`src/rtl/pfm_pkg.sv`:
```
// constants, codes and register map of the port one/two function mux
package pfm_pkg;

  // ==========================================================
  // register map: printed offsets are word indices, byte address is four times the index
  localparam int unsigned ADDR_W = 16;
  localparam logic [15:0] IDX_G2_OUT_DIS = 16'h28b0;
  localparam logic [15:0] IDX_G2_IN_EN = 16'h28b1;
  localparam logic [15:0] IDX_G2_OUT_VAL = 16'h28b2;
  localparam logic [15:0] IDX_G2_LEVEL = 16'h28b3;
  localparam logic [15:0] IDX_P13_SEL = 16'h28c7;
  localparam logic [15:0] IDX_P14_SEL = 16'h28c8;
  localparam logic [15:0] IDX_P20_SEL = 16'h28c9;
  localparam logic [15:0] IDX_P21_SEL = 16'h28ca;
  localparam logic [15:0] IDX_PWR_CTRL = 16'h2d00;

  // ==========================================================
  // field positions and widths
  localparam int unsigned G2_PINS = 6;
  localparam int unsigned P13_SEL_W = 3;
  localparam int unsigned PX_SEL_W = 2;
  localparam int unsigned GATE_BIT = 3;
  localparam int unsigned PWR_CTRL_W = 8;

  // ==========================================================
  // reset values
  localparam logic [5:0] RST_G2_OUT_DIS = 6'h3f;
  localparam logic [5:0] RST_G2_IN_EN = 6'h00;
  localparam logic [5:0] RST_G2_OUT_VAL = 6'h3f;
  localparam logic [5:0] RST_G2_LEVEL = 6'h00;
  localparam logic [2:0] RST_P13_SEL = 3'h0;
  localparam logic [1:0] RST_PX_SEL = 2'h0;
  localparam logic [7:0] RST_PWR_CTRL = 8'h00;

  // ==========================================================
  // timing
  localparam int unsigned WAKE_HOLD_OSC = 4;
  localparam int unsigned OSC_DIV_DEFAULT = 1;

  // ==========================================================
  // route codes
  typedef enum logic [2:0] {
    P13_GPIO = 3'h0,
    P13_E2_PULSE = 3'h1,
    P13_UART5_RX = 3'h2,
    P13_IRQ0 = 3'h3,
    P13_E1_PULSE = 3'h4,
    P13_SECOND = 3'h5,
    P13_PLL_DIV = 3'h6
  } pfm_p13_code_t;

  typedef enum logic [1:0] {
    P14_GPIO = 2'h0,
    P14_PLL_DIV = 2'h1,
    P14_UART5_TX = 2'h2,
    P14_IRQ1 = 2'h3
  } pfm_p14_code_t;

  typedef enum logic [1:0] {
    P20_GPIO = 2'h0,
    P20_OSC = 2'h1,
    P20_UART4_RX = 2'h2,
    P20_TIMER2 = 2'h3
  } pfm_p20_code_t;

  typedef enum logic [1:0] {
    P21_GPIO = 2'h0,
    P21_UART4_TX = 2'h2,
    P21_TIMER0 = 2'h3
  } pfm_p21_code_t;

  // wake detector, gray along idle -> track -> wake
  typedef enum logic [1:0] {
    WK_IDLE = 2'h0,
    WK_TRACK = 2'h1,
    WK_FIRE = 2'h3
  } pfm_wake_state_t;

endpackage

```
`src/rtl/pfm_port_mux.sv`:
```
// function mux, group-two gpio registers and wake detect for pins 1.3, 1.4 and 2.0-2.5
//
// How it works
// - pin 1.3 select is bits 2:0, reset zero; 000 gpio, 001 path-two pulse
// - pin 1.3 code 010 routes the pin to uart five receive
// - pin 1.3 code 011 makes the pin io interrupt input zero
// - pin 1.3 code 100 drives path-one energy pulse onto the pin
// - pin 1.3 code 101 drives the rtc second pulse, calibrated upstream
// - pin 1.3 code 110 drives the divided pll pulse
// - pin 1.4 select is bits 1:0; 00 gpio, 01 divided pll pulse
// - pin 1.4 code 10 drives uart five transmit, 11 is interrupt input one
// - six group-two pins; in gpio mode enables decide the pin state
// - group-two output disable, active high per pin, resets all ones
// - group-two input enable, active high per pin, resets all zeros
// - group-two output value drives the pins, resets all ones
// - pin level register follows enabled pins whatever the function, resets zero
// - power gate bit three idles gpio pins only, not special functions
// - pin 2.0: 00 gpio, 01 osc waveform, 10 uart four rx, 11 timer two
// - pin 2.1: 00 gpio, 01 reserved, 10 uart four tx, 11 timer zero
// - with input enabled during sleep, an edge held four osc cycles wakes
//
// Implementation choice: the APB interface to the registers.
module pfm_port_mux #(
  parameter int unsigned OSC_DIV = pfm_pkg::OSC_DIV_DEFAULT
) (
  // clock and reset
  input wire logic ref_clk,
  input wire logic srst,
  // apb slave
  input wire logic psel,
  input wire logic penable,
  input wire logic pwrite,
  input wire logic [17:0] paddr,
  input wire logic [31:0] pwdata,
  output logic [31:0] prdata,
  output logic pready,
  output logic pslverr,
  // group-one gpio controls for pins 1.3 (bit 0) and 1.4 (bit 1)
  input wire logic [1:0] p1_out_disable,
  input wire logic [1:0] p1_in_enable,
  input wire logic [1:0] p1_out_value,
  output logic [1:0] p1_pin_level,
  // pads: bit 0 pin 1.3, bit 1 pin 1.4
  input wire logic [1:0] p1_pad_in,
  output logic [1:0] p1_pad_out,
  output logic [1:0] p1_pad_oe,
  // pads: bit n pin 2.n
  input wire logic [5:0] p2_pad_in,
  output logic [5:0] p2_pad_out,
  output logic [5:0] p2_pad_oe,
  // peripheral sources
  input wire logic energy_path1_pulse,
  input wire logic energy_path2_pulse,
  input wire logic second_pulse_out,
  input wire logic divided_pll_pulse,
  input wire logic reference_clock_waveform,
  input wire logic uart_five_transmit,
  input wire logic uart_four_transmit,
  // peripheral sinks
  output logic uart_five_receive,
  output logic uart_four_receive,
  output logic timer_two_ext_input,
  output logic timer_zero_ext_input,
  output logic [1:0] io_irq_input,
  // sleep and wake
  input wire logic sleep_active,
  output logic wake_pulse
);

  // ==========================================================
  // helpers
  function automatic logic [15:0] word_index(input logic [17:0] addr);
    word_index = addr[17:2];
  endfunction

  function automatic logic drive_gpio(input logic out_dis, input logic gated);
    // gating only blanks pins left in gpio mode
    drive_gpio = ~out_dis & ~gated;
  endfunction

  // ==========================================================
  // registers
  logic [5:0] g2_out_dis_q;
  logic [5:0] g2_in_en_q;
  logic [5:0] g2_out_val_q;
  logic [5:0] g2_level_q;
  logic [2:0] p13_sel_q;
  logic [1:0] p14_sel_q;
  logic [1:0] p20_sel_q;
  logic [1:0] p21_sel_q;
  logic [7:0] pwr_ctrl_q;
  logic [1:0] p1_level_q;
  logic gate_on;

  logic [31:0] prdata_q;
  logic pready_q;
  logic pslverr_q;
  logic wr_commit;
  logic rd_launch;
  logic [15:0] acc_idx;
  logic idx_hit;
  logic [31:0] rd_word;

  assign gate_on = pwr_ctrl_q[pfm_pkg::GATE_BIT];
  assign acc_idx = word_index(paddr);
  // pready goes high one cycle into the access phase; the write lands at the next edge, where pready is sampled
  assign rd_launch = psel & penable & ~pready_q;
  assign wr_commit = psel & penable & pready_q & pwrite & idx_hit;

  always_comb
  begin
    idx_hit = 1'b1;
    rd_word = 32'h0000_0000;
    case (acc_idx)
      pfm_pkg::IDX_G2_OUT_DIS: rd_word = {26'h000_0000, g2_out_dis_q};
      pfm_pkg::IDX_G2_IN_EN: rd_word = {26'h000_0000, g2_in_en_q};
      pfm_pkg::IDX_G2_OUT_VAL: rd_word = {26'h000_0000, g2_out_val_q};
      pfm_pkg::IDX_G2_LEVEL: rd_word = {26'h000_0000, g2_level_q};
      pfm_pkg::IDX_P13_SEL: rd_word = {29'h0000_0000, p13_sel_q};
      pfm_pkg::IDX_P14_SEL: rd_word = {30'h0000_0000, p14_sel_q};
      pfm_pkg::IDX_P20_SEL: rd_word = {30'h0000_0000, p20_sel_q};
      pfm_pkg::IDX_P21_SEL: rd_word = {30'h0000_0000, p21_sel_q};
      pfm_pkg::IDX_PWR_CTRL: rd_word = {24'h00_0000, pwr_ctrl_q};
      default: idx_hit = 1'b0;
    endcase
  end

  // ==========================================================
  // apb answer
  always_ff @(posedge ref_clk)
  begin
    if (srst)
    begin
      pready_q <= 1'b0;
      pslverr_q <= 1'b0;
      prdata_q <= 32'h0000_0000;
    end
    else
    begin
      pready_q <= rd_launch;
      if (rd_launch)
      begin
        pslverr_q <= ~idx_hit;
        prdata_q <= pwrite ? 32'h0000_0000 : rd_word;
      end
      else
      begin
        pslverr_q <= 1'b0;
        prdata_q <= 32'h0000_0000;
      end
    end
  end

  // ==========================================================
  // software-written registers
  always_ff @(posedge ref_clk)
  begin
    if (srst)
    begin
      g2_out_dis_q <= pfm_pkg::RST_G2_OUT_DIS;
      g2_in_en_q <= pfm_pkg::RST_G2_IN_EN;
      g2_out_val_q <= pfm_pkg::RST_G2_OUT_VAL;
      p13_sel_q <= pfm_pkg::RST_P13_SEL;
      p14_sel_q <= pfm_pkg::RST_PX_SEL;
      p20_sel_q <= pfm_pkg::RST_PX_SEL;
      p21_sel_q <= pfm_pkg::RST_PX_SEL;
      pwr_ctrl_q <= pfm_pkg::RST_PWR_CTRL;
    end
    else if (wr_commit)
    begin
      case (acc_idx)
        pfm_pkg::IDX_G2_OUT_DIS: g2_out_dis_q <= pwdata[5:0];
        pfm_pkg::IDX_G2_IN_EN: g2_in_en_q <= pwdata[5:0];
        pfm_pkg::IDX_G2_OUT_VAL: g2_out_val_q <= pwdata[5:0];
        pfm_pkg::IDX_P13_SEL: p13_sel_q <= pwdata[2:0];
        pfm_pkg::IDX_P14_SEL: p14_sel_q <= pwdata[1:0];
        pfm_pkg::IDX_P20_SEL: p20_sel_q <= pwdata[1:0];
        pfm_pkg::IDX_P21_SEL: p21_sel_q <= pwdata[1:0];
        pfm_pkg::IDX_PWR_CTRL: pwr_ctrl_q <= pwdata[7:0];
        default: ;
      endcase
    end
  end

  // ==========================================================
  // pad input synchronisers: bits 1:0 group one, 7:2 group two
  logic [7:0] sync1_q;
  logic [7:0] sync2_q;
  logic [7:0] sync3_q;
  logic [7:0] pin_q;

  always_ff @(posedge ref_clk)
  begin
    if (srst)
    begin
      sync1_q <= 8'h00;
      sync2_q <= 8'h00;
      sync3_q <= 8'h00;
    end
    else
    begin
      sync1_q <= {p2_pad_in, p1_pad_in};
      sync2_q <= sync1_q;
      sync3_q <= sync2_q;
    end
  end

  // a change is accepted only once the second and third stages agree
  always_ff @(posedge ref_clk)
  begin
    if (srst)
      pin_q <= 8'h00;
    else
    begin
      for (int i = 0; i < 8; i++)
      begin
        if (sync2_q[i] == sync3_q[i])
          pin_q[i] <= sync3_q[i];
      end
    end
  end

  // ==========================================================
  // level registers: update only while enabled, so idle inputs do not toggle
  always_ff @(posedge ref_clk)
  begin
    if (srst)
    begin
      g2_level_q <= pfm_pkg::RST_G2_LEVEL;
      p1_level_q <= 2'h0;
    end
    else
    begin
      for (int i = 0; i < pfm_pkg::G2_PINS; i++)
      begin
        if (g2_in_en_q[i])
          g2_level_q[i] <= pin_q[i + 2];
      end
      for (int j = 0; j < 2; j++)
      begin
        if (p1_in_enable[j])
          p1_level_q[j] <= pin_q[j];
      end
    end
  end

  // ==========================================================
  // function routing
  logic [1:0] p1_out_d;
  logic [1:0] p1_oe_d;
  logic [5:0] p2_out_d;
  logic [5:0] p2_oe_d;
  logic u5_rx_d;
  logic u4_rx_d;
  logic t2_d;
  logic t0_d;
  logic [1:0] irq_d;

  always_comb
  begin
    // gpio defaults; reserved codes fall through to these
    for (int i = 0; i < 2; i++)
    begin
      p1_out_d[i] = p1_out_value[i];
      p1_oe_d[i] = drive_gpio(p1_out_disable[i], gate_on);
    end
    for (int i = 0; i < pfm_pkg::G2_PINS; i++)
    begin
      p2_out_d[i] = g2_out_val_q[i];
      p2_oe_d[i] = drive_gpio(g2_out_dis_q[i], gate_on);
    end
    // uart lines idle high when not routed
    u5_rx_d = 1'b1;
    u4_rx_d = 1'b1;
    t2_d = 1'b0;
    t0_d = 1'b0;
    irq_d = 2'h0;

    case (pfm_pkg::pfm_p13_code_t'(p13_sel_q))
      pfm_pkg::P13_GPIO: ;
      pfm_pkg::P13_E2_PULSE:
      begin
        p1_out_d[0] = energy_path2_pulse;
        p1_oe_d[0] = 1'b1;
      end
      pfm_pkg::P13_UART5_RX:
      begin
        u5_rx_d = pin_q[0];
        p1_oe_d[0] = 1'b0;
      end
      pfm_pkg::P13_IRQ0:
      begin
        irq_d[0] = pin_q[0];
        p1_oe_d[0] = 1'b0;
      end
      pfm_pkg::P13_E1_PULSE:
      begin
        p1_out_d[0] = energy_path1_pulse;
        p1_oe_d[0] = 1'b1;
      end
      pfm_pkg::P13_SECOND:
      begin
        p1_out_d[0] = second_pulse_out;
        p1_oe_d[0] = 1'b1;
      end
      pfm_pkg::P13_PLL_DIV:
      begin
        p1_out_d[0] = divided_pll_pulse;
        p1_oe_d[0] = 1'b1;
      end
      default: ;
    endcase

    case (pfm_pkg::pfm_p14_code_t'(p14_sel_q))
      pfm_pkg::P14_GPIO: ;
      pfm_pkg::P14_PLL_DIV:
      begin
        p1_out_d[1] = divided_pll_pulse;
        p1_oe_d[1] = 1'b1;
      end
      pfm_pkg::P14_UART5_TX:
      begin
        p1_out_d[1] = uart_five_transmit;
        p1_oe_d[1] = 1'b1;
      end
      pfm_pkg::P14_IRQ1:
      begin
        irq_d[1] = pin_q[1];
        p1_oe_d[1] = 1'b0;
      end
      default: ;
    endcase

    case (pfm_pkg::pfm_p20_code_t'(p20_sel_q))
      pfm_pkg::P20_GPIO: ;
      pfm_pkg::P20_OSC:
      begin
        p2_out_d[0] = reference_clock_waveform;
        p2_oe_d[0] = 1'b1;
      end
      pfm_pkg::P20_UART4_RX:
      begin
        u4_rx_d = pin_q[2];
        p2_oe_d[0] = 1'b0;
      end
      pfm_pkg::P20_TIMER2:
      begin
        t2_d = pin_q[2];
        p2_oe_d[0] = 1'b0;
      end
      default: ;
    endcase

    case (pfm_pkg::pfm_p21_code_t'(p21_sel_q))
      pfm_pkg::P21_UART4_TX:
      begin
        p2_out_d[1] = uart_four_transmit;
        p2_oe_d[1] = 1'b1;
      end
      pfm_pkg::P21_TIMER0:
      begin
        t0_d = pin_q[3];
        p2_oe_d[1] = 1'b0;
      end
      default: ;
    endcase
  end

  // ==========================================================
  // registered pad and peripheral outputs
  logic [1:0] p1_out_q;
  logic [1:0] p1_oe_q;
  logic [5:0] p2_out_q;
  logic [5:0] p2_oe_q;
  logic u5_rx_q;
  logic u4_rx_q;
  logic t2_q;
  logic t0_q;
  logic [1:0] irq_q;

  always_ff @(posedge ref_clk)
  begin
    if (srst)
    begin
      p1_out_q <= 2'h3;
      p1_oe_q <= 2'h0;
      p2_out_q <= pfm_pkg::RST_G2_OUT_VAL;
      p2_oe_q <= 6'h00;
      u5_rx_q <= 1'b1;
      u4_rx_q <= 1'b1;
      t2_q <= 1'b0;
      t0_q <= 1'b0;
      irq_q <= 2'h0;
    end
    else
    begin
      p1_out_q <= p1_out_d;
      p1_oe_q <= p1_oe_d;
      p2_out_q <= p2_out_d;
      p2_oe_q <= p2_oe_d;
      u5_rx_q <= u5_rx_d;
      u4_rx_q <= u4_rx_d;
      t2_q <= t2_d;
      t0_q <= t0_d;
      irq_q <= irq_d;
    end
  end

  // ==========================================================
  // wake detect on pins 1.3/1.4, timed in oscillator ticks
  localparam int unsigned OSC_CNT_W = (OSC_DIV > 1) ? $clog2(OSC_DIV) : 1;
  logic [OSC_CNT_W-1:0] osc_div_q;
  logic osc_tick;
  pfm_pkg::pfm_wake_state_t wk_state_q;
  logic [1:0] wk_ref_q;
  logic [2:0] wk_cnt_q;
  logic wake_q;
  logic [1:0] wk_diff;

  assign osc_tick = (osc_div_q == OSC_CNT_W'(OSC_DIV - 1));
  assign wk_diff = (pin_q[1:0] ^ wk_ref_q) & p1_in_enable;

  always_ff @(posedge ref_clk)
  begin
    if (srst)
      osc_div_q <= '0;
    else if (osc_tick)
      osc_div_q <= '0;
    else
      osc_div_q <= osc_div_q + OSC_CNT_W'(1);
  end

  // a glitch shorter than the hold restarts the count, so noise cannot wake
  always_ff @(posedge ref_clk)
  begin
    if (srst)
    begin
      wk_state_q <= pfm_pkg::WK_IDLE;
      wk_ref_q <= 2'h0;
      wk_cnt_q <= 3'h0;
      wake_q <= 1'b0;
    end
    else
    begin
      wake_q <= 1'b0;
      case (wk_state_q)
        pfm_pkg::WK_IDLE:
        begin
          wk_ref_q <= pin_q[1:0];
          wk_cnt_q <= 3'h0;
          if (sleep_active && (|p1_in_enable))
            wk_state_q <= pfm_pkg::WK_TRACK;
        end
        pfm_pkg::WK_TRACK:
        begin
          if (!sleep_active)
            wk_state_q <= pfm_pkg::WK_IDLE;
          else if (wk_diff == 2'h0)
            wk_cnt_q <= 3'h0;
          else if (osc_tick)
          begin
            if (wk_cnt_q == 3'(pfm_pkg::WAKE_HOLD_OSC - 1))
            begin
              wake_q <= 1'b1;
              wk_state_q <= pfm_pkg::WK_FIRE;
            end
            else
              wk_cnt_q <= wk_cnt_q + 3'h1;
          end
        end
        pfm_pkg::WK_FIRE:
          wk_state_q <= pfm_pkg::WK_IDLE;
        default:
          wk_state_q <= pfm_pkg::WK_IDLE;
      endcase
    end
  end

  // ==========================================================
  // outputs
  assign prdata = prdata_q;
  assign pready = pready_q;
  assign pslverr = pslverr_q;
  assign p1_pin_level = p1_level_q;
  assign p1_pad_out = p1_out_q;
  assign p1_pad_oe = p1_oe_q;
  assign p2_pad_out = p2_out_q;
  assign p2_pad_oe = p2_oe_q;
  assign uart_five_receive = u5_rx_q;
  assign uart_four_receive = u4_rx_q;
  assign timer_two_ext_input = t2_q;
  assign timer_zero_ext_input = t0_q;
  assign io_irq_input = irq_q;
  assign wake_pulse = wake_q;

endmodule

```
`config.mk`:
```
export PLATFORM = sky130hd
export DESIGN_NAME = pfm_port_mux
export DESIGN_NICKNAME = d
export VERILOG_FILES = /design/src/rtl/pfm_pkg.sv /design/src/rtl/pfm_port_mux.sv
export SDC_FILE = /design/constraint.sdc
export NUM_CORES = 1
export LEC_CHECK = 0
export ABC_AREA = 1
export BUFFER_PORTS_ARGS = -buffer_cell sky130_fd_sc_hd__buf_2
export CORE_MARGIN = 5
export CORE_UTILIZATION = 47
export DETAILED_ROUTE_END_ITERATION = 10
export GPL_ROUTABILITY_DRIVEN = 0
export GPL_TIMING_DRIVEN = 0
export PLACE_DENSITY = 0.83
export SETUP_SLACK_MARGIN = 0.05
export SLEW_MARGIN = 40
export SYNTH_ARGS = -nofsm -noshare
export SYNTH_HDL_FRONTEND = slang
export SYNTH_SLANG_ARGS = --single-unit
export TNS_END_PERCENT = 100
```
`constraint.sdc`:
```
create_clock -name ref_clk -period 1.37 [get_ports ref_clk]
set_input_delay 0 -clock ref_clk [delete_from_list [all_inputs] [get_ports ref_clk]]
set_output_delay 0 -clock ref_clk [all_outputs]
set_load 0.02 [all_outputs]
```
==> results.json <==
{
  "status": "finished clean",
  "rsz0062_at_grt": "true",
  "drt_pre_antenna_iters": 5,
  "critPathKind": "reg -> reg",
  "finalSetupViolCount": 0,
  "num_rows": 37,
  "tightest_slew_ns": 0.7394,
  "fmax_mhz": 758.3,
  "reg2reg_depth": 8,
  "fp.dieW_um": 113.2,
  "grt_pass1_wl_um": 20970,
  "maxCapViolCount": 0,
  "via_count": 4819,
  "ys_ff_latch": 116,
  "cts_max_level": 4,
  "synth.area.top_cells": "dfxtp_1 (46%), inv_1 (7.9%), nand2_1 (7.3%)",
  "antenna_found_initial": 0,
  "avgSynthCellArea_um2": 7.660,
  "cts_root_buf": "clkbuf_8",
  "clock_skew_ns": 0.005182,
  "yosysTopAreaCell": "dfxtp_1",
  "critPathMaxFanout": 4,
  "cts_buffer_depth": 2,
  "layout_common_cells": "dfxtp_1 (113), inv_1 (103), nand2_1 (97), nor2_1 (88), buf_2 (86)",
  "grt-ovfl-total": 0,
  "setup.worst_path.start": "wk_cnt_q[0]",
  "endpoint": "wk_cnt_q[0]",
  "hold_depth": 6,
  "timing.final.crit_period_ns": 1.319,
  "hold_violations": 0,
  "powerDensity_mw_per_mm2": 1242,
  "ys_seq_area_share_pct": 46.35,
  "dieArea_mm2": 0.01282,
  "start_util_pct": 48.31,
  "via_per_inst": 4.994,
  "grt_pass1_vias": 4548,
  "cts_made_buffers": 17,
  "dp_slack_ns": -0.1884,
  "layout-drive-gt1-share_pct": 24.00,
  "fin_cells": 965,
  "die-height_um": 113.2,
  "start_kind": "flop",
  "setup_ws_ns": 0.05134,
  "io_pins": 136,
  "peakVddDrop_mv": 0.6744,
  "ff2ff_setup_slack_ns": 0.05,
  "synthDistinctLibCells": 37,
  "core_mm2": 0.01037,
  "final.period_utilization_pct": 96.25,
  "placed_cells": 898,
  "required_ns": 1.75,
  "drt_wl_total_um": 13280,
  "seq_area_mm2": 0.002331,
  "grt_max_degree": 17,
  "diodes": 0,
  "routedWlPerCell_um": 13.76,
  "cts_tree": "yes",
  "cp-end-kind": "flop",
  "nets": 899,
  "layout-area-overhead-vs-synth_pct": 34.17,
  "final_common_cell": "dfxtp_1",
  "netlist_area_mm2": 0.005010,
  "cts_sinks": 116,
  "synth_top_area_share_pct": 46.35,
  "p_leak_nw": 3.127,
  "clk_pin_slew_ns": 0.06,
  "grt_usage_pct": 20.42,
  "reg2reg_from": "wk_cnt_q[0]",
  "ant_nets": 0,
  "synthCells": 654,
  "timing.max_slew.rel_slack_pct": 50.70,
  "post-dp-hpwl_um": 8942,
  "multi_input_area_mm2": 0.002155,
  "report.final.slew_viol_count": 0,
  "hp-class": "in -> reg",
  "r2r-end": "wk_cnt_q[0]",
  "clk_latency_ns": 0.52,
  "num-fill-cells": 869,
  "arrival_ns": 1.70,
  "yosys_warnings": 0,
  "drcViolationCount": 0,
  "port_buffers": 84,
  "drtIter0Drc": 366
}
[cells in the mapped netlist]
master and instances:
o22ai_1 5, and3_1 1, o221ai_1 3, nor4_1 3, dfxtp_1 116, inv_1 105, buf_1 1, inv_2 5
buf_6 2, o211ai_1 10, xor2_1 1, nor3_1 13, ha_1 6, nand3_2 4, nand2_8 1, nand2_2 7
conb_1 1, buf_4 25, nand4_1 18, nand2_1 98, nor4_2 1, nor2_8 1, a21oi_1 33, nor2_4 6
nand3_4 1, clkinv_1 1, clkbuf_1 10, o211a_1 1, buf_2 5, a211oi_1 12, o21ai_0 34, nor2_2 7
nand3_1 24, nand4_2 1, o31ai_4 1, nor2_1 90, nand2_4 1
[per-stage QoR]
step	hold slack, ns	power, mW	TNS, ns	utilization, %	cell area, um2
after floorplan	0.09413	3.806	0	-	5105
after global placement	0.2034	3.958	-4.657	54.92	5695
after detailed placement	0.2063	3.964	-5.471	54.92	5695
after CTS	0.05371	8.371	0	64.21	6659
after global routing	0.1162	8.616	-0.02846	64.82	6721
final	0.06587	8.349	0	64.82	6721
[sequential cells by signal, summed over array words and instances, names as in the netlist, 3 cells and up]
| signal | flops |
|---|---|
| p2_pad_out | 6 |
| p13_sel_q | 3 |
| g2_level_q | 6 |
| g2_out_val_q | 6 |
| prdata | 8 |
| sync3_q | 8 |
| g2_out_dis_q | 6 |
| pin_q | 8 |
| sync1_q | 8 |
| p2_pad_oe | 6 |
| sync2_q | 8 |
| wk_cnt_q | 3 |
| pwr_ctrl_q | 8 |
| g2_in_en_q | 6 |
[kinds of logic after synthesis]
kind of cell	count (synthesis)	share of synthesized area, %
xor+xnor	1	0.1749
fa+ha+maj	6	1.498
flops	116	46.35
compound gates	99	11.76
other cells	1	0.07485
buf+inv	154	13.84
simple gates	277	26.30
[worst min-delay path by stage]
stage                          startpoint              end  slack, ns
after global placement       p2_pad_in[4]       sync1_q[6]       0.20
after global routing             paddr[3]        prdata[0]       0.12
final                            paddr[3]        prdata[1]       0.07
after detailed placement     p2_pad_in[4]       sync1_q[6]       0.21
after floorplan           p1_in_enable[0]  p1_pin_level[0]       0.09
after CTS                        paddr[5]  g2_out_val_q[3]       0.05
[metal layers]
layer / share of wire, % / wire, um / vias to the layer above / global-route usage (%)
met1: 42 / 5538 / 2203 / 24.98
met3: 7.9 / 1046 / 35 / 4.813
met5: 0 / 0 / - / 0
met4: 2.5 / 327 / 0 / 9.455
met2: 48 / 6369 / 218 / 34.00
li1: - / - / 2363 / -
[power by group]
group / switching [mW] / internal (mW) / leakage, nW / total (mW)
Clock: 1.55 / 2.81 / 0.292 / 4.36
Combinational: 0.320 / 0.231 / 1.89 / 0.551
Sequential: 0.0213 / 3.42 / 0.944 / 3.44
[worst max-delay path, cell delays in order, from the launching register on]
cell and delay (ns):
dfxtp_4 0.35, ha_4 0.16, ha_4 0.16, nor2_4 0.08, inv_2 0.05, a21oi_4 0.20, nor2_4 0.06, nand2_1 0.07
a21oi_1 0.06
[layout make-up]
cell class	instances	share of cell area, %
buffer	42	4.226
clock buffer	19	6.422
clock inverter	13	2.345
inverter	111	6.236
multi-input combinational	408	32.06
sequential	116	34.68
tap	136	2.532
timing repair buffer	120	11.50
[what timing repair did]
action,CTS,global route
setup buffers,0,3
hold buffers,33,0
pin swaps,11,13
endpoints found under the hold margin,63,0
endpoints found under the setup margin,30,20
gates resized for setup,13,13
No activity file was read; power rests on OpenSTA's default activity.
